--- src/shared/calr_pkg.sv ---
// shared constants and carrier types for the calibration register access block
package calr_pkg;

  // register file shape
  localparam int CAL_COUNT = 10;
  localparam int IDX_W     = 4;
  localparam int DATA_W    = 14;

  // pointer positions: gain, offset, then eight dac words
  localparam logic [3:0] IDX_GAIN     = 4'h0;
  localparam logic [3:0] IDX_OFFSET   = 4'h1;
  localparam logic [3:0] IDX_DAC_LAST = 4'h9;

  // calibration group select codes {hi, lo}
  localparam logic [1:0] GRP_ALL      = 2'h0;
  localparam logic [1:0] GRP_GAIN_OFF = 2'h1;
  localparam logic [1:0] GRP_OFF      = 2'h2;
  localparam logic [1:0] GRP_GAIN     = 2'h3;

  // read path select codes {hi, lo}
  localparam logic [1:0] RDSEL_CAL    = 2'h2;
  localparam logic [1:0] RDSEL_STATUS = 2'h3;

  // control low byte field positions
  localparam int CTL_RDSEL_LO = 0;
  localparam int CTL_RDSEL_HI = 1;
  localparam int CTL_GRP_LO   = 2;
  localparam int CTL_GRP_HI   = 3;
  localparam int CTL_CONV     = 4;
  localparam int CTL_CAL      = 5;

  // reset contents of the correction words
  localparam logic [13:0] GAIN_RESET   = 14'h2000;
  localparam logic [13:0] OFFSET_RESET = 14'h2000;
  localparam logic [13:0] DAC_RESET    = 14'h0000;

  // status word layout
  localparam logic [15:0] ST_ONES  = 16'h00C0;
  localparam int          ST_STCAL = 0;
  localparam int          ST_GRPLO = 1;
  localparam int          ST_GRPHI = 2;
  localparam int          ST_BUSY  = 4;

  // live control selections
  typedef struct packed {
    logic [1:0] read_sel;
    logic [1:0] cal_group;
  } calr_ctrl_s;

  localparam calr_ctrl_s CTRL_RESET = '{read_sel: 2'h0, cal_group: 2'h0};

  // update port from the calibration engine
  typedef struct packed {
    logic        valid;
    logic [3:0]  index;
    logic [13:0] data;
  } calr_upd_s;

endpackage

--- src/hdl/calr_pointer.sv ---
// calibration register pointer: first, last and wrap per selected group
`timescale 1ns/1ns
`default_nettype none
module calr_pointer (
  // clock and reset
  input  wire logic       ref_clk,
  input  wire logic       reset,
  // selection and events
  input  wire logic [1:0] group,
  input  wire logic       restart,
  input  wire logic       advance,
  // pointer state
  output logic      [3:0] index,
  output logic            at_last
);

  // first word of a group: offset alone starts at offset
  function automatic logic [3:0] first_of(input logic [1:0] g);
    first_of = (g == calr_pkg::GRP_OFF) ? calr_pkg::IDX_OFFSET : calr_pkg::IDX_GAIN;
  endfunction

  // last word of a group; full group runs through all ten
  function automatic logic [3:0] last_of(input logic [1:0] g);
    case (g)
      calr_pkg::GRP_ALL:      last_of = calr_pkg::IDX_DAC_LAST;
      calr_pkg::GRP_GAIN_OFF: last_of = calr_pkg::IDX_OFFSET;
      calr_pkg::GRP_OFF:      last_of = calr_pkg::IDX_OFFSET;
      default:                last_of = calr_pkg::IDX_GAIN;
    endcase
  endfunction

  // wrap point for the current group
  assign at_last = (index == last_of(group));

  // restart beats advance; wrapping restores the first word
  always_ff @(posedge ref_clk or posedge reset) begin
    if (reset) begin
      index <= calr_pkg::IDX_GAIN;
    end else if (restart) begin
      index <= first_of(group);
    end else if (advance) begin
      index <= at_last ? first_of(group) : index + 4'h1;
    end
  end
endmodule
`default_nettype wire

--- src/hdl/calr_regfile.sv ---
// ten 14-bit correction words with host and calibration engine write ports
`timescale 1ns/1ns
`default_nettype none
module calr_regfile #(
  parameter int COUNT = calr_pkg::CAL_COUNT
) (
  // clock and reset
  input  wire logic                 ref_clk,
  input  wire logic                 reset,
  // host write port
  input  wire logic                 wr_en,
  input  wire logic        [3:0]    wr_idx,
  input  wire logic        [13:0]   wr_data,
  // engine update port
  input  wire calr_pkg::calr_upd_s  upd,
  // read port
  input  wire logic        [3:0]    rd_idx,
  output logic             [13:0]   rd_data
);

  logic [13:0] ent [16]; // word views, unused slots read zero

  // one storage word per entry below COUNT
  for (genvar g = 0; g < 16; g++) begin : g_ent
    if (g < COUNT) begin : g_live
      localparam logic [13:0] RV = (g == 0) ? calr_pkg::GAIN_RESET :
                                   (g == 1) ? calr_pkg::OFFSET_RESET : calr_pkg::DAC_RESET;
      wire logic host_hit = wr_en && (wr_idx == 4'(g));
      wire logic eng_hit  = upd.valid && (upd.index == 4'(g));
      logic [13:0] q; // stored correction data

      // engine wins: a running calibration owns the words
      always_ff @(posedge ref_clk or posedge reset) begin
        if (reset) begin
          q <= RV;
        end else if (eng_hit) begin
          q <= upd.data;
        end else if (host_hit) begin
          q <= wr_data;
        end
      end
      assign ent[g] = q;
    end else begin : g_none
      assign ent[g] = 14'h0000;
    end
  end

  // all entries readable
  assign rd_data = ent[rd_idx];
endmodule
`default_nettype wire

--- src/hdl/calr_access.sv ---
// calibration register access over the byte-wide parallel host bus
`timescale 1ns/1ns
`default_nettype none
module calr_access (
  // clock and reset
  input  wire logic                 ref_clk,
  input  wire logic                 reset,
  // parallel host bus
  input  wire logic                 bus_cs_n,
  input  wire logic                 bus_rd_n,
  input  wire logic                 bus_wr_n,
  input  wire logic                 bus_ctrl_sel,
  input  wire logic                 upper_byte_enable,
  input  wire logic        [7:0]    bus_data_in,
  output logic             [7:0]    bus_data_out,
  output logic                      bus_data_oe,
  // conversion start
  input  wire logic                 convert_start_n,
  output logic                      conv_start,
  // calibration engine
  output logic                      cal_start,
  input  wire logic                 cal_busy,
  input  wire calr_pkg::calr_upd_s  cal_upd,
  // visible state
  output calr_pkg::calr_ctrl_s      ctrl,
  output logic             [3:0]    cal_index
);

  // bus strobe tracking
  logic       wr_act_q;    // write strobe seen last cycle
  logic       rd_act_q;    // read strobe seen last cycle
  logic       wr_upper_byte_enable_q;   // byte lane of current write
  logic       wr_ctrl_q;   // target of current write
  logic       rd_upper_byte_enable_q;   // byte lane of current read
  logic [7:0] wr_data_q;   // data held through the write strobe
  logic [7:0] ctl_lo_hold; // control low byte awaiting commit
  logic [7:0] cal_lo_hold; // correction low byte awaiting commit
  logic       cst_q;       // convert pin last cycle

  // decoded bus activity
  wire logic wr_act = !bus_cs_n && !bus_wr_n;
  wire logic rd_act = !bus_cs_n && !bus_rd_n;
  // a transfer takes effect when its strobe ends
  wire logic wr_end = wr_act_q && !wr_act;
  wire logic rd_end = rd_act_q && !rd_act;

  // control register commit on the high byte
  wire logic ctrl_commit = wr_end && wr_ctrl_q && wr_upper_byte_enable_q;
  // low byte only parks the value, pointer untouched
  wire logic ctl_lo_wr   = wr_end && wr_ctrl_q && !wr_upper_byte_enable_q;
  wire logic cal_lo_wr   = wr_end && !wr_ctrl_q && !wr_upper_byte_enable_q;
  // high byte completes a correction word
  wire logic cal_wr      = wr_end && !wr_ctrl_q && wr_upper_byte_enable_q;

  // high byte read of a correction word finishes it
  wire logic cal_rd_done = rd_end && rd_upper_byte_enable_q && (ctrl.read_sel == calr_pkg::RDSEL_CAL);

  // reads and writes share one pointer; host keeps them apart
  wire logic advance = cal_wr || cal_rd_done;

  // next control fields from the parked low byte
  wire calr_pkg::calr_ctrl_s new_ctrl = '{
    read_sel:  {ctl_lo_hold[calr_pkg::CTL_RDSEL_HI], ctl_lo_hold[calr_pkg::CTL_RDSEL_LO]},
    cal_group: {ctl_lo_hold[calr_pkg::CTL_GRP_HI], ctl_lo_hold[calr_pkg::CTL_GRP_LO]}
  };
  wire calr_pkg::calr_ctrl_s next_ctrl = ctrl_commit ? new_ctrl : ctrl;

  // start requests
  wire logic pin_start  = convert_start_n && !cst_q;
  wire logic soft_start = ctrl_commit && ctl_lo_hold[calr_pkg::CTL_CONV];
  wire logic next_conv  = pin_start || soft_start;
  wire logic next_cal   = ctrl_commit && ctl_lo_hold[calr_pkg::CTL_CAL];

  // correction word at the pointer and the full write word
  wire logic [13:0] cal_rd_data;
  // upper two bits fall away, so stored words are 14 bits
  wire logic [13:0] cal_wr_data = {wr_data_q[5:0], cal_lo_hold};

  // status word: fixed ones, group, busy
  wire logic [15:0] status_word = calr_pkg::ST_ONES
                                | (16'(cal_busy) << calr_pkg::ST_BUSY)
                                | (16'(cal_busy) << calr_pkg::ST_STCAL)
                                | (16'(ctrl.cal_group[1]) << calr_pkg::ST_GRPHI)
                                | (16'(ctrl.cal_group[0]) << calr_pkg::ST_GRPLO);

  // read path selection; other codes belong to other blocks and read zero
  wire logic is_cal_rd = (ctrl.read_sel == calr_pkg::RDSEL_CAL);
  wire logic is_st_rd  = (ctrl.read_sel == calr_pkg::RDSEL_STATUS);
  wire logic [15:0] read_word = is_cal_rd ? {2'b00, cal_rd_data} :
                                is_st_rd  ? status_word : 16'h0000;
  wire logic [7:0]  next_data = upper_byte_enable ? read_word[15:8] : read_word[7:0];

  // pointer over the selected group
  calr_pointer u_ptr (
    .ref_clk (ref_clk),
    .reset   (reset),
    .group   (next_ctrl.cal_group),
    .restart (ctrl_commit),
    .advance (advance),
    .index   (cal_index),
    .at_last ()
  );

  // storage of the ten correction words
  calr_regfile #(
    .COUNT (calr_pkg::CAL_COUNT)
  ) u_regs (
    .ref_clk (ref_clk),
    .reset   (reset),
    .wr_en   (cal_wr),
    .wr_idx  (cal_index),
    .wr_data (cal_wr_data),
    .upd     (cal_upd),
    .rd_idx  (cal_index),
    .rd_data (cal_rd_data)
  );

  // strobe history
  always_ff @(posedge ref_clk or posedge reset) begin
    if (reset) begin
      wr_act_q <= 1'b0;
      rd_act_q <= 1'b0;
      cst_q    <= 1'b1;
    end else begin
      wr_act_q <= wr_act;
      rd_act_q <= rd_act;
      cst_q    <= convert_start_n;
    end
  end

  // write strobe capture: last value before the strobe ends counts
  always_ff @(posedge ref_clk or posedge reset) begin
    if (reset) begin
      wr_data_q <= 8'h00;
      wr_upper_byte_enable_q <= 1'b0;
      wr_ctrl_q <= 1'b0;
    end else if (wr_act) begin
      wr_data_q <= bus_data_in;
      wr_upper_byte_enable_q <= upper_byte_enable;
      wr_ctrl_q <= bus_ctrl_sel;
    end
  end

  // read lane capture
  always_ff @(posedge ref_clk or posedge reset) begin
    if (reset) begin
      rd_upper_byte_enable_q <= 1'b0;
    end else if (rd_act) begin
      rd_upper_byte_enable_q <= upper_byte_enable;
    end
  end

  // low byte holding registers
  always_ff @(posedge ref_clk or posedge reset) begin
    if (reset) begin
      ctl_lo_hold <= 8'h00;
      cal_lo_hold <= 8'h00;
    end else begin
      if (ctl_lo_wr) begin
        ctl_lo_hold <= wr_data_q;
      end
      if (cal_lo_wr) begin
        cal_lo_hold <= wr_data_q;
      end
    end
  end

  // control selections; every commit also restarts the pointer
  always_ff @(posedge ref_clk or posedge reset) begin
    if (reset) begin
      ctrl <= calr_pkg::CTRL_RESET;
    end else begin
      ctrl <= next_ctrl;
    end
  end

  // start pulses, one cycle each
  always_ff @(posedge ref_clk or posedge reset) begin
    if (reset) begin
      conv_start <= 1'b0;
      cal_start  <= 1'b0;
    end else begin
      conv_start <= next_conv;
      cal_start  <= next_cal;
    end
  end

  // read data one cycle behind the strobe; quiet bus reads zero
  always_ff @(posedge ref_clk or posedge reset) begin
    if (reset) begin
      bus_data_out <= 8'h00;
      bus_data_oe  <= 1'b0;
    end else begin
      bus_data_out <= rd_act ? next_data : 8'h00;
      bus_data_oe  <= rd_act;
    end
  end
endmodule
`default_nettype wire

--- config.mk ---
export PLATFORM = sky130hd
export DESIGN_NAME = calr_access
export DESIGN_NICKNAME = d
export VERILOG_FILES = /design/src/shared/calr_pkg.sv /design/src/hdl/calr_pointer.sv /design/src/hdl/calr_regfile.sv /design/src/hdl/calr_access.sv
export SDC_FILE = /design/constraint.sdc
export NUM_CORES = 1
export LEC_CHECK = 0
export BUFFER_PORTS_ARGS = -buffer_cell sky130_fd_sc_hd__clkbuf_2
export CAP_MARGIN = 40
export CORE_MARGIN = 4
export CORE_UTILIZATION = 38
export CTS_CLUSTER_SIZE = 24
export DETAILED_ROUTE_END_ITERATION = 6
export GPL_TIMING_DRIVEN = 0
export MAX_ROUTING_LAYER = met4
export PLACE_DENSITY_LB_ADDON = 0.08
export SYNTH_ARGS = -nofsm -noshare
export SYNTH_HDL_FRONTEND = slang
export SYNTH_SLANG_ARGS = --single-unit
--- constraint.sdc ---
create_clock -name ref_clk -period 8.25 [get_ports ref_clk]
set_input_delay 1.2375 -clock ref_clk [delete_from_list [all_inputs] [get_ports ref_clk]]
set_output_delay 1.2375 -clock ref_clk [all_outputs]
set_load 0.03 [all_outputs]
---- Word level (Yosys, flattened, before mapping) ----
Index checks and enable logic that the tools add are counted.
storage, ports and cells
  flip-flop bits (word level) ............. 186
  input bits .............................. 36
  output and inout bits ................... 19
  logic and storage cells ................. 147
cells by class
  $add $sub $neg .......................... 1
  $lt $le $gt $ge ......................... 1
  equal/unequal tests ..................... 23
  mux-type cells .......................... 33
  bitwise operators ....................... 4
  reduce and logical (&&, ||, !) cells .... 60
operators by type and width
  cell                                                       count
  two-way mux 14 bit                                         23
  binary-select mux 14 bit (select 4 bit)                    1
  logical AND 1 bit                                          35
  equality test 4 x 3 -> 1 bit (second input constant)       8
  two-way mux 8 bit                                          3
  nonzero test 2 bit                                         11
  equality test 4 x 2 -> 1 bit (second input constant)       4
  equality test 4 bit (second input constant)                4
  two-way mux 4 bit                                          3
  equality test 4 x 1 -> 1 bit (second input constant)       2
  logical NOT 1 bit                                          8
  logical NOT 4 bit                                          2
  bitwise OR 8 x 1 -> 8 bit                                  1
  bitwise OR 8 x 2 -> 8 bit                                  1
  bitwise OR 8 x 3 -> 8 bit                                  1
  case mux 4 bit (2 select lines)                            1
  equality test 2 bit (second input constant)                3
  greater-or-equal comparator 5 bit (second input constant)  1
  NOT 4 -> 5 bit                                             1
  adder 4 x 1 -> 4 bit (second input constant)               1
  equality test 4 bit                                        1
  equality test 2 x 1 -> 1 bit (second input constant)       1
  logical NOT 2 bit                                          1
  logical OR 1 bit                                           2
  3 further kinds                                            3

---- Longest topological paths before layout ----
  word-level depth ........................ 14
  depth in mapped cells ................... 11

---- By module ----
Synthesis repeated with hierarchy kept, for this count alone.
second synthesis, totals
  cells, all modules ...................... 1,142
  area, all modules ....................... 10,401.2 um^2
modules (own cells, without submodules)
  module        times used  cells an instance  area an instance (um^2)
  calr_regfile  1           998                8,456.9
  calr_access   1           111                1,655.3
  calr_pointer  1           33                 289.0

---- Worst setup path after synthesis ----
OpenSTA, ideal clock, no wires.
  kind .................................... input to register
  from .................................... input cal_upd[16] (netlist name)
  to ...................................... register u_regs.g_ent[0].g_live.q[5]
  library setup time ...................... 128 ps
  arrival time ............................ 2,547 ps
  setup slack ............................. 5,575 ps
  stages on the path ...................... 7
  cell sequence ........................... or3b_1 or3_1 buf_2 a21boi_4 buf_2 nand2_1 o21ai_1
between the ends
  word-level cells in the longest chain between the ends .. 3
  elaborated cells on any way between the ends .. 4
  classes of those cells .................. 1 x mux; 3 x reduce/logical
ends and longest elaborated chain
  what                                                             line                text
  from (decl)                                                      calr_access.sv:23   input wire calr_pkg::calr_upd_s cal_upd,
  logical NOT 4 bit *                                              calr_regfile.sv:29  wire logic eng_hit = upd.valid && (upd.index == 4'(g));
  logical AND 1 bit *                                              calr_regfile.sv:29
  two-way mux 14 bit / nonzero test 2 bit (equally long branches)  -
  to (signal assigned)                                             calr_regfile.sv:37  q <= upd.data;
  to (signal assigned)                                             calr_regfile.sv:39  q <= wr_data;
  to (decl)                                                        calr_regfile.sv:30  logic [13:0] q;
Every way passes the cells marked *; elsewhere a longest branch is shown, timed or not.
A chain may end at the register's enable or synchronous reset.

---- Final worst setup path ----
  from .................................... register u_ptr.index[0]
  to ...................................... register u_regs.g_ent[2].g_live.q[11]
between the ends
  word-level cells in the longest chain between the ends .. 3
ends and longest elaborated chain
  what                                 line                text
  from (decl)                          calr_pointer.sv:13  output logic [3:0] index,
  from (signal assigned)               calr_pointer.sv:38  index <= calr_pkg::IDX_GAIN;
  from (signal assigned)               calr_pointer.sv:40  index <= first_of(group);
  from (signal assigned)               calr_pointer.sv:42  index <= at_last ? first_of(group) : index + 4'h1;
  equality test 4 x 2 -> 1 bit         calr_regfile.sv:28  wire logic host_hit = wr_en && (wr_idx == 4'(g));
  logical AND 1 bit                    calr_regfile.sv:28
  nonzero test 2 bit (no source line)  -
  to (signal assigned)                 calr_regfile.sv:37
  to (signal assigned)                 calr_regfile.sv:39
  to (decl)                            calr_regfile.sv:30
No other way between the ends.

==> summary.txt <==
Status
  – Status: complete, no violations

Final layout
  – Share of post-route cells with drive strength above 1: 16.7%
  – Fin util: 43.7%
  – Cell area after layout: 0.0110 mm2
  – Filler instances: 2,513
  – Fin cells: 1,351
  – Ant. Diodes: 0
  – Area Growth Syn to Fin: 13.0%
  – NumNets Final: 1,048

Synth
  – Yosys cell types: 51
  – Cell Area, Synth: 0.00977 mm2
  – Yosys reg bits: 186
  – Asr flop ratio synth: 100%
  – Syn nets: 984
  – Register area share after synthesis: 47.7%
  – YS warnings: 0
  – Number of synthesized flops with an enable pin: 0
  – Post-synthesis average cell area: 10.4 um2
  – Post-synthesis cell count: 944
  – Post-synth top flop: dfrtp_1

Clock tree
  – Setup bufs post-CTS: 0
  – Clk sinks: 186
  – Num CTS Buffers: 17
  – # H-tree levels: 4
  – Worst-Skew Late Latency: 0.44 ns
  – Post-CTS sizing: 0
  – Hold buffer count at CTS: 0
  – Longest Clk Path Bufs: 2
  – CTS Root Cell: clkbuf_16
  – Clk slew on worst S/H paths: 0.08 ns
  – CTS tree: built

Setup path
  – Worst Path Buf+Inv: 6
  – Crit path max fanout: 10
  – Cell family with most CP delay: buffers and inverters
  – Worst Setup SP: u_ptr.index[0]
  – CP Cell Sequence: buf_4 -> buf_6 -> buf_4 -> buf_4 -> inv_1 -> ha_1 -> a21boi_2 -> buf_2 -> nand2_1 -> o21ai_0
  – R2R Setup Slk: 4.95 ns
  – R2R depth: 10
  – CP dominant cell by count: buf_4
  – Critical path class: flop to flop
  – Worst Setup Start Kind: flop
  – Worst path arrival time: 3.65 ns
  – Crit. End Element: flop
  – CP Data Required Time: 8.60 ns
  – Slowest stage delay, CP: 0.52 ns
  – Critical path endpoint: u_regs.g_ent[2].g_live.q[11]
  – Crit path depth: 10
  – Worst R2R Start: u_ptr.index[0]
  – FF-to-FF End: u_regs.g_ent[2].g_live.q[11]
  – Worst path slowest cell: dfrtp_1

STA
  – Slew @ Worst Pin: 0.870 ns
  – Slew Limit Fails: 0
  – Minimum clock period: 3.30 ns
  – RSZ-0062 raised after global routing: no
  – Setup-failing EPs final: 0
  – Slew headroom: 42.0%
  – Final worst setup slack: 4.95 ns
  – Setup_tns: 0 ns
  – Crit share post-route: 40.0%
  – Final Hold Fails: 0
  – FMAX: 0.303 GHz
  – Hold slack: 0.474 ns
  – Clk_skew: 0.0175 ns

Route
  – DR vias/cell: 5.53
  – Starting DRT DRC Count: 636
  – Remaining DRCs: 0
  – Mean routed wirelength per cell: 23.7 um
  – Final antenna-violating net count: 0
  – Via count: 7,465
  – Final WL: 32,000 um
  – First-pass iteration count of the detailed router: 5

Power and ir drop
  – P_int: 2.18 mW
  – Seq pwr share: 39.9%
  – Clock power share: 23.6%
  – Switching Share: 39.3%
  – Overall Power: 3.59 mW
  – Comb pwr share: 36.5%
  – NetSw: 1.41 mW
  – Leakage Power: 5.14 nW
  – PD cells: 325 mW/mm2
  – Peak VDD IR: 0.137 mV

GRT
  – First-pass GRT wire length: 48,900 um
  – Number of antenna violations at the first check in global routing: 0
  – Total GRT Usage: 23.5%
  – Overflow after GRT: 0
  – Number of global-route vias before repair: 7,541
  – Largest net degree at the start of global routing: 101

Floorplan
  – Core box area: 0.0253 mm2
  – Die Ht: 168 um
  – DIE WIDTH: 168 um
  – Die ar.: 0.0284 mm2
  – Cell row count: 58
  – Initial core utilization: 38.7%
  – Io pins: 55

Placed design
  – Post-placement cell area: 0.0105 mm2
  – DP HPWL: 23,200 um
  – Pre-CTS WS: 4.84 ns
  – Global placement routability congestion: 0.829
  – Port-buffer cells: 39
  – Post-Place Cells: 1,319

Min path
  – Worst hold path type: flop to flop

Flow run
  – Max_cap viols: 0
worst register-to-register path, delay by kind of cell (launching register included):
kind | cells | cell delay (ns)
AO/OA/AOI/OAI | 2 | 0.59
adder cells (fa/ha/maj) | 1 | 0.31
AND/OR/NAND/NOR | 1 | 0.09
buffers and inverters | 6 | 1.70
flip-flops | 1 | 0.52
logic make-up (layout without fill, tap and decap cells):
logic type	after synthesis	after routing	synth area share (%)
muxes	225	225	24.6
xor gates and xnor gates	1	1	0.0896
buffers and inverters	92	169	4.31
adders and majority gates	4	4	0.512
AOI/OAI and AO/OA	208	208	12.5
DFF	186	186	47.7
and+or+nand+nor	228	228	10.3
state kept, by name, summed over array words and instances, names as in the netlist:
signal                  cells
wr_upper_byte_enable_q      1
wr_ctrl_q                   1
ctrl                        4
conv_start                  1
bus_data_oe                 1
u_ptr.index                 4
wr_act_q                    1
bus_data_out                8
cal_start                   1
ctl_lo_hold                 6
cal_lo_hold                 8
rd_upper_byte_enable_q      1
wr_data_q                   8
cst_q                       1
u_regs.g_ent.g_live.q     140
final cells by class:
cell class / instances / area, um2 / area share, %
plain buffers: 84 / 392 / 3.55
clock inverters: 13 / 134 / 1.21
repair buffers: 45 / 273 / 2.47
multi-input cells: 666 / 4690 / 42.5
flip-flops and latches: 186 / 4660 / 42.2
inverters: 8 / 37.5 / 0.340
clock buffers: 19 / 443 / 4.01
well taps: 330 / 413 / 3.74
power groups by stage:
stage / Clock, mW / Sequential, mW / Combinational [mW]
detailed placement: 0 / 1.44 / 1.30
CTS: 0.853 / 1.43 / 1.30
finish: 0.847 / 1.43 / 1.31
floorplan: 0 / 1.41 / 0.886
global placement: 0 / 1.44 / 1.28
global route: 0.887 / 1.47 / 1.44
cells in the final DEF (no fill, tap or decap), types with 5 or more instances in the layout:
master	n
buf_4	8
dfrtp_1	183
a221oi_1	5
clkbuf_16	17
clkbuf_1	39
nand2_1	138
nor2_1	45
o21ai_1	25
o21ai_0	99
mux2_2	25
buf_1	6
o211ai_1	7
mux4_2	10
mux2i_1	190
a21oi_1	33
inv_1	7
buf_2	32
nand3_1	8
a22oi_1	14
nand2b_1	7
clkbuf_2	39
worst min-delay path by stage:
| stage | cells past startpoint | slack, ns | from | end |
|---|---|---|---|---|
| global route | 2 | 0.49 | u_regs.g_ent[0].g_live.q[13] | u_regs.g_ent[0].g_live.q[13] |
| finish | 2 | 0.47 | ctl_lo_hold[0] | ctrl[2] |
| global placement | 2 | 0.45 | ctl_lo_hold[0] | ctrl[2] |
| floorplan | 2 | 0.43 | ctl_lo_hold[0] | ctrl[2] |
| detailed placement | 2 | 0.46 | ctl_lo_hold[0] | ctrl[2] |
| CTS | 2 | 0.48 | u_regs.g_ent[0].g_live.q[13] | u_regs.g_ent[0].g_live.q[13] |
routing by layer:
layer | wire, um | GRT usage [%] | vias to the layer above
met2 | 14600 | 35.7 | 150
li1 | - | - | 3473
met1 | 15800 | 34.0 | 3813
met4 | 408 | 4.90 | 0
met3 | 1130 | 3.15 | 29
met5 | 0 | - | -
Yosys cell counts, types with 5 or more instances:
library cell / count / share of area, %
a21oi_1: 33 / 1.7
a221oi_1: 5 / 0.45
a22oi_1: 14 / 1.1
buf_1: 6 / 0.23
buf_2: 31 / 1.6
buf_4: 8 / 0.61
clkbuf_1: 38 / 1.5
dfrtp_1: 183 / 47
inv_1: 8 / 0.31
mux2_2: 25 / 2.9
mux2i_1: 190 / 19
mux4_2: 10 / 2.3
nand2_1: 138 / 5.3
nand2b_1: 7 / 0.45
nand3_1: 8 / 0.41
nor2_1: 45 / 1.7
o211ai_1: 7 / 0.54
o21ai_0: 99 / 5.1
o21ai_1: 25 / 1.3
No activity file was read; power rests on OpenSTA's default activity.
